<file path="config.mk">
export PLATFORM = sky130hd
export DESIGN_NAME = ssp_spi_slave
export DESIGN_NICKNAME = d
export VERILOG_FILES = /design/src/include/ssp_pkg.sv /design/src/logic/ssp_spi_slave.sv /design/src/logic/ssp_sync_edge.sv
export SDC_FILE = /design/constraint.sdc
export NUM_CORES = 1
export LEC_CHECK = 0
export ABC_AREA = 1
export BUFFER_PORTS_ARGS = -buffer_cell sky130_fd_sc_hd__buf_2
export CAP_MARGIN = 5
export CORE_MARGIN = 2
export CORE_UTILIZATION = 61
export DETAILED_ROUTE_END_ITERATION = 10
export GPL_ROUTABILITY_DRIVEN = 0
export GPL_TIMING_DRIVEN = 0
export MAX_ROUTING_LAYER = met4
export PLACE_DENSITY = 0.88
export SKIP_CTS_REPAIR_TIMING = 1
export SYNTH_ARGS = -nofsm -noshare
export SYNTH_HDL_FRONTEND = slang
export SYNTH_SLANG_ARGS = --single-unit
</file>
<file path="constraint.sdc">
create_clock -name core_clk -period 3.4 [get_ports core_clk]
set_input_delay 0 -clock core_clk [delete_from_list [all_inputs] [get_ports core_clk]]
set_output_delay 0 -clock core_clk [all_outputs]
set_load 0.1 [all_outputs]
</file>
<file path="src/include/ssp_pkg.sv">
package ssp_pkg;

	// ****************************************
	// Sizes and timing
	// ****************************************
	localparam int BITS_PER_BYTE = 8;
	localparam int CNT_W = 4;
	localparam int SYNC_STAGES = 2;
	localparam int NSS_LEAD_CYCLES = 2;

	// ****************************************
	// Control register field positions
	// ****************************************
	localparam int CTL_DONE_POS = 7;
	localparam int CTL_COLL_POS = 6;
	localparam int CTL_FAULT_POS = 5;
	localparam int CTL_OVR_POS = 4;
	localparam int CTL_SELHI_POS = 3;
	localparam int CTL_SELLO_POS = 2;
	localparam int CTL_TXBUSY_POS = 1;
	localparam int CTL_EN_POS = 0;

	// ****************************************
	// Reset values
	// ****************************************
	localparam logic RST_PORT_EN = 1'b0;
	localparam logic RST_MASTER_EN = 1'b0;
	localparam logic RST_SEL_HI = 1'b0;
	localparam logic RST_SEL_LO = 1'b1;
	localparam logic [7:0] RST_DATA = 8'h00;

	// Software-written configuration
	typedef struct packed {
		logic portEnable;
		logic masterEnable;
		logic selectModeHi;
		logic selectModeLo;
		logic clkPolarity;
		logic clkPhase;
	} ssp_ctrl_t;

	// Sticky status flags
	typedef struct packed {
		logic xferDone;
		logic writeCollision;
		logic modeFault;
		logic rxOverrun;
	} ssp_flags_t;

	// Slave operating mode decoded from the select bits
	typedef enum logic [1:0] {
		SSP_THREE_WIRE,
		SSP_FOUR_WIRE,
		SSP_MASTER_ONLY
	} ssp_mode_t;

endpackage

</file>
<file path="src/logic/ssp_spi_slave.sv">
`timescale 1ns/10ps
`default_nettype none
module ssp_spi_slave
	import ssp_pkg::*;
(
	input wire logic core_clk,
	input wire logic rst,
	input wire logic clkEn,
	input wire logic ctrlWrite,
	input wire ssp_ctrl_t ctrlWdata,
	input wire logic interruptEnable,
	input wire ssp_flags_t flagClear,
	input wire logic dataWrite,
	input wire logic [7:0] dataWdata,
	input wire logic dataRead,
	output logic [7:0] dataRdata,
	output logic [7:0] serialControlReg,
	output ssp_flags_t flags,
	output logic irqRequest,
	input wire logic sck,
	input wire logic mosi,
	input wire logic nss,
	output logic miso,
	output logic misoOe_n
);

	// ****************************************
	// Configuration and mode decode
	// ****************************************
	ssp_ctrl_t ctrl;
	ssp_mode_t mode;
	logic faultEvent;
	logic portEnPrev;

	always_comb begin
		if (ctrl.selectModeHi)
			mode = SSP_MASTER_ONLY;
		else if (ctrl.selectModeLo)
			mode = SSP_FOUR_WIRE;
		else
			mode = SSP_THREE_WIRE;
	end

	// ****************************************
	// Serial inputs into the core clock domain
	// ****************************************
	logic [2:0] pinLevel;
	logic [2:0] pinRise;
	logic [2:0] pinFall;

	// Select idles high so a fresh reset never reads as a falling select
	ssp_sync_edge #(
		.WIDTH(3)
	) u_sync (
		.core_clk(core_clk),
		.rst(rst),
		.clkEn(clkEn),
		.async({nss, mosi, sck}),
		.resetLevel(3'b100),
		.level(pinLevel),
		.rise(pinRise),
		.fall(pinFall)
	);

	logic sckRise;
	logic sckFall;
	logic mosiLevel;
	logic nssLevel;
	logic nssFall;
	assign sckRise = pinRise[0];
	assign sckFall = pinFall[0];
	assign mosiLevel = pinLevel[1];
	assign nssLevel = pinLevel[2];
	assign nssFall = pinFall[2];

	// Slave takes part only when enabled, not master, and selected in four-wire mode
	logic slaveActive;
	always_comb begin
		slaveActive = ctrl.portEnable && !ctrl.masterEnable;
		if (mode == SSP_FOUR_WIRE)
			slaveActive = slaveActive && !nssLevel;
		else if (mode == SSP_MASTER_ONLY)
			slaveActive = 1'b0;
	end

	// Leading edge leaves idle level; phase picks sample edge
	logic leadEdge;
	logic trailEdge;
	logic sampleEdge;
	logic driveEdge;
	assign leadEdge = ctrl.clkPolarity ? sckFall : sckRise;
	assign trailEdge = ctrl.clkPolarity ? sckRise : sckFall;
	assign sampleEdge = slaveActive && (ctrl.clkPhase ? trailEdge : leadEdge);
	assign driveEdge = slaveActive && (ctrl.clkPhase ? leadEdge : trailEdge);

	// Mode fault: a master sharing the bus sees select pulled low
	assign faultEvent = ctrl.portEnable && ctrl.masterEnable && (mode == SSP_THREE_WIRE) && nssFall;

	// ****************************************
	// Control register
	// ****************************************
	// Software writes win except that a fault forces both enables off
	always_ff @(posedge core_clk or posedge rst) begin
		if (rst) begin
			ctrl <= '{portEnable: RST_PORT_EN, masterEnable: RST_MASTER_EN, selectModeHi: RST_SEL_HI,
				selectModeLo: RST_SEL_LO, clkPolarity: 1'b0, clkPhase: 1'b0};
		end else if (clkEn) begin
			if (ctrlWrite)
				ctrl <= ctrlWdata;
			if (faultEvent) begin
				ctrl.masterEnable <= 1'b0;
				ctrl.portEnable <= 1'b0;
			end
		end
	end

	// ****************************************
	// Bit counter
	// ****************************************
	logic [CNT_W-1:0] bitCount;
	logic byteDone;
	logic counterClear;

	assign byteDone = sampleEdge && (bitCount == CNT_W'(BITS_PER_BYTE - 1));
	// Three-wire mode has no external resync; only a disabled port clears the count
	assign counterClear = !ctrl.portEnable || ((mode == SSP_FOUR_WIRE) && nssFall);

	always_ff @(posedge core_clk or posedge rst) begin
		if (rst) begin
			bitCount <= '0;
			portEnPrev <= 1'b0;
		end else if (clkEn) begin
			portEnPrev <= ctrl.portEnable;
			if (counterClear)
				bitCount <= '0;
			else if (byteDone)
				bitCount <= '0;
			else if (sampleEdge)
				bitCount <= bitCount + 1'b1;
		end
	end

	// ****************************************
	// Receive shift and buffer
	// ****************************************
	logic [7:0] rxShift;
	logic [7:0] rxBuffer;
	logic rxUnread;
	logic [7:0] rxByte;
	assign rxByte = {rxShift[6:0], mosiLevel};

	always_ff @(posedge core_clk or posedge rst) begin
		if (rst) begin
			rxShift <= RST_DATA;
		end else if (clkEn && sampleEdge) begin
			rxShift <= rxByte;
		end
	end

	// New byte only lands when the old one was read; a read in the same cycle does not make room for it
	always_ff @(posedge core_clk or posedge rst) begin
		if (rst) begin
			rxBuffer <= RST_DATA;
			rxUnread <= 1'b0;
		end else if (clkEn) begin
			if (byteDone && !rxUnread) begin
				rxBuffer <= rxByte;
				rxUnread <= 1'b1;
			end else if (dataRead) begin
				rxUnread <= 1'b0;
			end
		end
	end

	// Read data register comes from the receive buffer
	always_ff @(posedge core_clk or posedge rst) begin
		if (rst)
			dataRdata <= RST_DATA;
		else if (clkEn && dataRead)
			dataRdata <= rxBuffer;
	end

	// ****************************************
	// Transmit holding buffer and shift register
	// ****************************************
	logic [7:0] txHold;
	logic txHoldFull;
	logic [7:0] txShift;
	logic txShiftFull;
	logic collisionEvent;
	logic midByte;

	assign midByte = (bitCount != '0);
	assign collisionEvent = dataWrite && txHoldFull;

	// Direct load is deferred while a byte is on the wire, so MISO never jumps mid-byte
	always_ff @(posedge core_clk or posedge rst) begin
		if (rst) begin
			txHold <= RST_DATA;
			txHoldFull <= 1'b0;
			txShift <= RST_DATA;
			txShiftFull <= 1'b0;
		end else if (clkEn) begin
			if (byteDone) begin
				// Reload on the last sample edge of the byte
				if (txHoldFull) begin
					txShift <= txHold;
					txShiftFull <= 1'b1;
					txHoldFull <= 1'b0;
				end else begin
					txShiftFull <= 1'b0;
				end
			end else if (txHoldFull && !txShiftFull && !midByte) begin
				txShift <= txHold;
				txShiftFull <= 1'b1;
				txHoldFull <= 1'b0;
			end else if (driveEdge && !(ctrl.clkPhase == 1'b0 && bitCount == '0)) begin
				txShift <= {txShift[6:0], 1'b0};
			end
			if (dataWrite && !txHoldFull) begin
				txHold <= dataWdata;
				txHoldFull <= 1'b1;
			end
		end
	end

	// MISO driven only while this slave takes part in a transfer
	always_ff @(posedge core_clk or posedge rst) begin
		if (rst) begin
			miso <= 1'b0;
			misoOe_n <= 1'b1;
		end else if (clkEn) begin
			miso <= txShift[7];
			misoOe_n <= !slaveActive;
		end
	end

	// ****************************************
	// Sticky flags, set beats clear
	// ****************************************
	ssp_flags_t flagSet;
	always_comb begin
		flagSet.xferDone = byteDone;
		flagSet.writeCollision = collisionEvent;
		flagSet.modeFault = faultEvent;
		flagSet.rxOverrun = byteDone && rxUnread;
	end

	always_ff @(posedge core_clk or posedge rst) begin
		if (rst)
			flags <= '0;
		else if (clkEn)
			flags <= flagSet | (flags & ~flagClear);
	end

	// Interrupt request follows any set flag once enabled
	always_ff @(posedge core_clk or posedge rst) begin
		if (rst)
			irqRequest <= 1'b0;
		else if (clkEn)
			irqRequest <= interruptEnable && ((|flagSet) || (|(flags & ~flagClear)));
	end

	// ****************************************
	// Control register image
	// ****************************************
	always_ff @(posedge core_clk or posedge rst) begin
		if (rst) begin
			serialControlReg <= '0;
		end else if (clkEn) begin
			serialControlReg[CTL_DONE_POS] <= flagSet.xferDone | (flags.xferDone & ~flagClear.xferDone);
			serialControlReg[CTL_COLL_POS] <= flagSet.writeCollision |
				(flags.writeCollision & ~flagClear.writeCollision);
			serialControlReg[CTL_FAULT_POS] <= flagSet.modeFault | (flags.modeFault & ~flagClear.modeFault);
			serialControlReg[CTL_OVR_POS] <= flagSet.rxOverrun | (flags.rxOverrun & ~flagClear.rxOverrun);
			serialControlReg[CTL_SELHI_POS] <= ctrl.selectModeHi;
			serialControlReg[CTL_SELLO_POS] <= ctrl.selectModeLo;
			serialControlReg[CTL_TXBUSY_POS] <= txShiftFull | txHoldFull;
			serialControlReg[CTL_EN_POS] <= ctrl.portEnable;
		end
	end

endmodule
`default_nettype wire

</file>
<file path="src/logic/ssp_sync_edge.sv">
`timescale 1ns/10ps
`default_nettype none
module ssp_sync_edge
	import ssp_pkg::*;
#(
	parameter int WIDTH = 2
) (
	input wire logic core_clk,
	input wire logic rst,
	input wire logic clkEn,
	input wire logic [WIDTH-1:0] async,
	input wire logic [WIDTH-1:0] resetLevel,
	output logic [WIDTH-1:0] level,
	output logic [WIDTH-1:0] rise,
	output logic [WIDTH-1:0] fall
);

	logic [WIDTH-1:0] meta;
	logic [WIDTH-1:0] stable;
	logic [WIDTH-1:0] prev;
	logic primed;
	logic [1:0] warm;

	// The settled stage only reflects the pin after both stages have filled
	assign primed = (warm == 2'(SYNC_STAGES));

	// ****************************************
	// Two-flop synchroniser
	// ****************************************
	// First stage feeds only the second one
	always_ff @(posedge core_clk or posedge rst) begin
		if (rst) begin
			meta <= '0;
			stable <= '0;
		end else if (clkEn) begin
			meta <= async;
			stable <= meta;
		end
	end

	// ****************************************
	// Edge detection on the settled value
	// ****************************************
	// Until primed, prev follows resetLevel so no false edge appears after reset
	always_ff @(posedge core_clk or posedge rst) begin
		if (rst) begin
			prev <= '0;
			warm <= 2'h0;
			rise <= '0;
			fall <= '0;
			level <= '0;
		end else if (clkEn) begin
			if (!primed)
				warm <= warm + 2'h1;
			prev <= primed ? stable : resetLevel;
			level <= primed ? stable : resetLevel;
			rise <= primed ? (stable & ~prev) : '0;
			fall <= primed ? (~stable & prev) : '0;
		end
	end

endmodule
`default_nettype wire

</file>
==> impl_metrics.tcl, run 1 <==
set metrics [dict create \
    synthTopCellsByArea "dfrtp_1 (53%), nand2_1 (16%), nand3_1 (4.2%)" \
    drt_first_iter_violations 264 \
    dieArea_um2 6420 \
    ys_ff_latch 77 \
    fmax_mhz 510 \
    critPathMostFrequentCell "nand2_1" \
    firstDrtPassIters 5 \
    required_ns 3.65 \
    layout.cells.non_filler 563 \
    fp.dieW_um 80.2 \
    wl_mm 8.47 \
    drive_above_1_share_pct 23.0 \
    yosysTopAreaCellShare_pct 53.1 \
    synthesis.area_um2 3540 \
    async_reset_ff_share_pct 100 \
    slew_viol_final 0 \
    insertedDiodeCount 0 \
    cp_slowest_stage_delay_ns 0.40 \
    cts_tree "built" \
    cap_violations 0 \
    post_drt_wl_per_cell_um 15.0 \
    clk_latency_ns 0.36 \
    violations "hold timing" \
    setup_viol 0 \
    antenna_found_initial 0 \
    vias 3131 \
    hp-class "in2reg" \
    cts_max_path_buffers 2 \
    io_buffers 50 \
    hold_violations 5 \
    critical_path_class "reg2reg" \
    overflow 0 \
    finalClockSkew_ns 0.00868 \
    arrival_ns 2.21 \
    rsz0062_at_grt "no" \
    yosys_warnings 0 \
    status "complete, but fails checks" \
    ys_seq_area_share_pct 54.5 \
    total_power_mw 2.95 \
    power_density_nw_per_um2 673 \
    start_util_pct 63.8 \
    dieHeight_um 80.2 \
    viasPerCell 5.56 \
    core_um2 5540 \
    ant_nets 0 \
    synth_edf_count 0 \
    slew_headroom_pct 60.4 \
    syn_area_per_cell_um2 8.82 \
    grt_pass1_wl_mm 12.1 \
    yosysTopAreaCell "dfrtp_1" \
    cp_num_cells 10 \
    grt_pass1_vias 2766 \
    post-route-util_pct 79.0 \
    dpl.cell_count 524 \
    power.leakage_nw 2.34 \
    layout_setup_ws_ns 1.44 \
    worstPathMaxFanout 9 \
    crit_family "simple AND/OR/NAND/NOR gates" \
    path_buf_inv 2 \
    numCtsBuffers 9 \
    setup_tns_ns 0 \
    place_area_um2 3900 \
    worst_hold_slack_ns -0.0270 \
    synth_cell_types 32 \
    area_growth_pct 23.8 \
    r2r_setup_slack_ns 1.44 \
    syn_nets 432 \
    final_nets 517 \
    pre_cts_slack_ns 1.57 \
    rr_worst_depth 10 \
    cp-end-kind "register" \
    holdPathStages 4 \
    drc 0 \
    start_kind "register" \
    clkTransAtPathRegs_ns 0.08 \
    grt_start_max_net_pins 41 \
    synth_top_flop_cell "dfrtp_1" \
    vdd_ir_drop_max_v 0.000582 \
    htreeDepth 3 \
    fin_crit_ns 1.96 \
    fin_area_um2 4380 \
    num_rows 27 \
    io_pins 51 \
    track_usage_pct 25.5 \
    clock_sinks 77 \
    worst_slew_pin_slew_ns 0.592 \
    crit_chain "inv_1, ha_1, clkbuf_1, nand3_2, nand2_1, nand2_1, nand2_1, nand2_1, nand3_1, nand2_1" \
    hpwl_mm 5.03 \
    slowest_stage "dfrtp_1" \
    root_buffer "clkbuf_8" \
    fin_crit_sh_pct 57.7 \
    syn-instance-count 401 \
]
-- tightest hold or removal path, cell delays in order --
cell     delay [ns]
buf_2          0.10
inv_1          0.06
o21ai_0        0.08
nand2_1        0.07
-- placed cells by master, fill, tap and decap left out, types with 2 or more instances in the layout --
cell type and count:
o22ai_1 2, dfrtp_1 75, mux2_2 8, a21oi_1 2
nand2_2 3, bufinv_16 3, xor2_1 2, a31oi_1 2
o21ai_0 26, nand3_2 4, buf_2 52, or2_2 2
nand2_1 153, inv_2 3, clkbuf_8 10, nor2_1 13
nand3_1 30, dfstp_2 2, nor2_2 2, clkbuf_1 5
inv_1 29, ha_1 3, o32ai_1 2, buf_4 4
nand4_1 8, clkinv_4 2, buf_6 3, dlygate4sd3_1 23
o21ai_2 7, nand2_4 3
-- flip-flops by register name, indices dropped and copies added (netlist names), 4 cells and up --
name              flops
ctrl                  6
txHold                8
serialControlReg      7
rxShift               7
txShift               8
bitCount              4
rxBuffer              8
dataRdata             8
-- area by class of cell --
class | count | area, µm²
inverters | 33 | 126
repair buffers | 74 | 500
plain buffers | 14 | 92.6
clock buffers | 11 | 141
flip-flops and latches | 77 | 1930
fillers | 353 | 1160
well taps | 72 | 90.1
clock inverters | 5 | 108
multi-input cells | 277 | 1390
-- worst paths after layout --
check | from | end
min | flagClear[1] | serialControlReg[5]$_DFFE_PP0P_
max reg2reg | bitCount[0]$_DFFE_PP0P_ | txShift[2]$_DFFE_PP0P_
max | bitCount[0]$_DFFE_PP0P_ | txShift[2]$_DFFE_PP0P_
min reg2reg | serialControlReg[2]$_DFFE_PP0P_ | serialControlReg[2]$_DFFE_PP0P_
min in group asynchronous | rst | rxShift[0]$_DFFE_PP0P_
max in group asynchronous | rst | ctrl[2]$_DFFE_PP1P_
-- cell families after synthesis --
group,after synthesis,share of synthesized area (%)
and+or+nand+nor,222,28.1
DFF,77,54.5
buffers and inverters,47,6.12
AOI/OAI and AO/OA,42,7.11
muxes,8,2.55
adders and majority gates,3,1.06
xor gates and xnor gates,2,0.495
-- synthesized netlist by cell type (3+ instances only) --
master	count
nand2_4	3
inv_1	30
nor2_1	13
buf_6	3
nand2_1	153
nand4_1	8
buf_4	4
o21ai_2	7
o21ai_0	26
mux2_2	8
inv_2	3
nand2_2	3
nand3_2	4
nand3_1	30
ha_1	3
clkbuf_1	4
dfrtp_1	75
-- layer usage --
metal | GRT usage, % | up-vias | routed length (µm)
met2 | 40.7 | 156 | 4400
li1 | - | 1454 | -
met3 | 5.17 | 23 | 552
met4 | 12.0 | 0 | 174
met1 | 31.4 | 1498 | 3340
met5 | - | - | 0
-- power breakdown --
| group | internal (mW) | switching (mW) | total [mW] |
|---|---|---|---|
| Sequential | 1.09 | 0.145 | 1.23 |
| Combinational | 0.266 | 0.603 | 0.869 |
| Clock | 0.510 | 0.336 | 0.847 |
Note: power is estimated with default switching activity, not from simulation.
==> run 2, diff against run 1 <==
Settings changed: CORE_UTILIZATION 61 to 51, PLACE_DENSITY 0.88 to 0.79.
Clock period 3.4 ns to 1.8 ns, I/O delays scaled along.
==> impl_metrics.tcl, run 2 (synthesized netlist as in run 1, its figures left out) <==
set metrics [dict create \
    power_density_nw_per_um2 1220 \
    drive_above_1_share_pct 23.4 \
    required_ns 2.04 \
    rr_worst_depth 7 \
    crit_chain "inv_1, ha_2, nand3_2, nand3_4, nand2_4, nand2_1, nand2_1" \
    worst_slew_pin_slew_ns 0.765 \
    total_power_mw 5.34 \
    drt_first_iter_violations 152 \
    dieArea_um2 7620 \
    path_buf_inv 1 \
    cp_slowest_stage_delay_ns 0.40 \
    grt_pass1_wl_mm 12.4 \
    ant_nets 0 \
    r2r_setup_slack_ns 0.11 \
    power.leakage_nw 2.33 \
    worstPathMaxFanout 9 \
    crit_family "simple AND/OR/NAND/NOR gates" \
    track_usage_pct 21.4 \
    core_um2 6760 \
    final_nets 517 \
    critical_path_class "reg2reg" \
    cp-end-kind "register" \
    wl_mm 7.76 \
    num_rows 30 \
    setup_viol 0 \
    antenna_found_initial 0 \
    slew_viol_final 0 \
    hp-class "in2reg" \
    fmax_mhz 592 \
    finalClockSkew_ns 0.0104 \
    start_util_pct 52.4 \
    fin_crit_sh_pct 93.8 \
    insertedDiodeCount 0 \
    numCtsBuffers 9 \
    area_growth_pct 23.8 \
    slowest_stage "dfrtp_1" \
    overflow 0 \
    cts_max_path_buffers 2 \
    status "complete, but fails checks" \
    io_pins 51 \
    hold_violations 1 \
    cap_violations 0 \
    violations "hold timing" \
    firstDrtPassIters 4 \
    start_kind "register" \
    startpoint "bitCount[0]$_DFFE_PP0P_" \
    cts_tree "built" \
    min_from "flagClear[3]" \
    dpl.cell_count 532 \
    root_buffer "clkbuf_8" \
    final_cell_mix "nand2_1 (153), dfrtp_1 (75), buf_2 (52)" \
    viasPerCell 5.24 \
    clkTransAtPathRegs_ns 0.08 \
    setup_tns_ns 0 \
    post_drt_wl_per_cell_um 13.6 \
    rr_startpoint "bitCount[0]$_DFFE_PP0P_" \
    htreeDepth 3 \
    rsz0062_at_grt "no" \
    layout.cells.non_filler 571 \
    dieHeight_um 87.3 \
    whs_endpoint "flags[3]$_DFFE_PP0P_" \
    hpwl_mm 5.09 \
    io_buffers 50 \
    vdd_ir_drop_max_v 0.000883 \
    critPathMostFrequentCell "nand2_1" \
    worst_hold_slack_ns -0.00789 \
    holdPathStages 4 \
    r2r-end "txShift[0]$_DFFE_PP0P_" \
    fp.dieW_um 87.3 \
    clock_sinks 77 \
    drc 0 \
    slew_headroom_pct 48.9 \
    grt_pass1_vias 2757 \
    vias 2994 \
    clk_latency_ns 0.35 \
    arrival_ns 1.93 \
    layout_commonest_cell "nand2_1" \
    grt_start_max_net_pins 44 \
    post-route-util_pct 64.8 \
    fin_crit_ns 1.69 \
]
-- run 2: changes by cell type in the layout (fill, tap and decap cells not counted), sizes merged --
| cell | change |
|---|---|
| bufinv | -1 |
| clkbuf | -3 |
| clkinv | +1 |
| clkinvlp | +2 |
| dlygate4sd3 | +1 |
-- run 2: power breakdown --
group / internal (mW) / switching, mW
clock network: 0.788 / 0.663
logic: 0.502 / 1.09
registers: 2.05 / 0.245
-- run 2: area by class of cell --
| cell class | count | area (µm²) |
|---|---|---|
| fill | 537 | 2380 |
| sequential | 77 | 1930 |
| multi-input combinational | 277 | 1400 |
| timing repair buffer | 75 | 510 |
| inverter | 33 | 128 |
| clock buffer | 9 | 124 |
| tap | 80 | 100 |
| clock inverter | 7 | 98.8 |
| buffer | 13 | 88.8 |
-- run 2: per-layer routing --
layer	vias up	share of wire [%]	global-route usage, %
met5	-	0	-
met4	0	1.5	9.09
met3	10	5.8	3.79
met2	109	48	32.4
met1	1416	45	28.3
li1	1459	-	-
-- run 2: how the worst max path moves through the flow --
stage | end | slack, ns | cells after the start
final | txShift[0]$_DFFE_PP0P_ | 0.11 | 7
after global routing | txShift[7]$_DFFE_PP0P_ | 0.03 | 10
after CTS | txShift[0]$_DFFE_PP0P_ | -0.10 | 8
after detailed placement | txShift[6]$_DFFE_PP0P_ | -0.08 | 8
after global placement | txShift[1]$_DFFE_PP0P_ | -0.03 | 8
after floorplan | txShift[1]$_DFFE_PP0P_ | 0.26 | 8
-- run 2: per-stage QoR --
step                worst slack, ns  hold slack (ns)  cell area, µm²
floorplan                     0.258           0.0917            3540
global placement            -0.0272            0.203            3890
detailed placement          -0.0840            0.172            3910
CTS                          -0.103           -0.201            4130
global route                 0.0282          0.00260            4380
finish                        0.112         -0.00789            4380
-- run 2: worst register-to-register path, stage by stage (launching register included) --
cell and delay, ns:
dfrtp_1 0.40, inv_1 0.12, ha_2 0.31, nand3_2 0.26, nand3_4 0.24, nand2_4 0.11, nand2_1 0.09, nand2_1 0.05
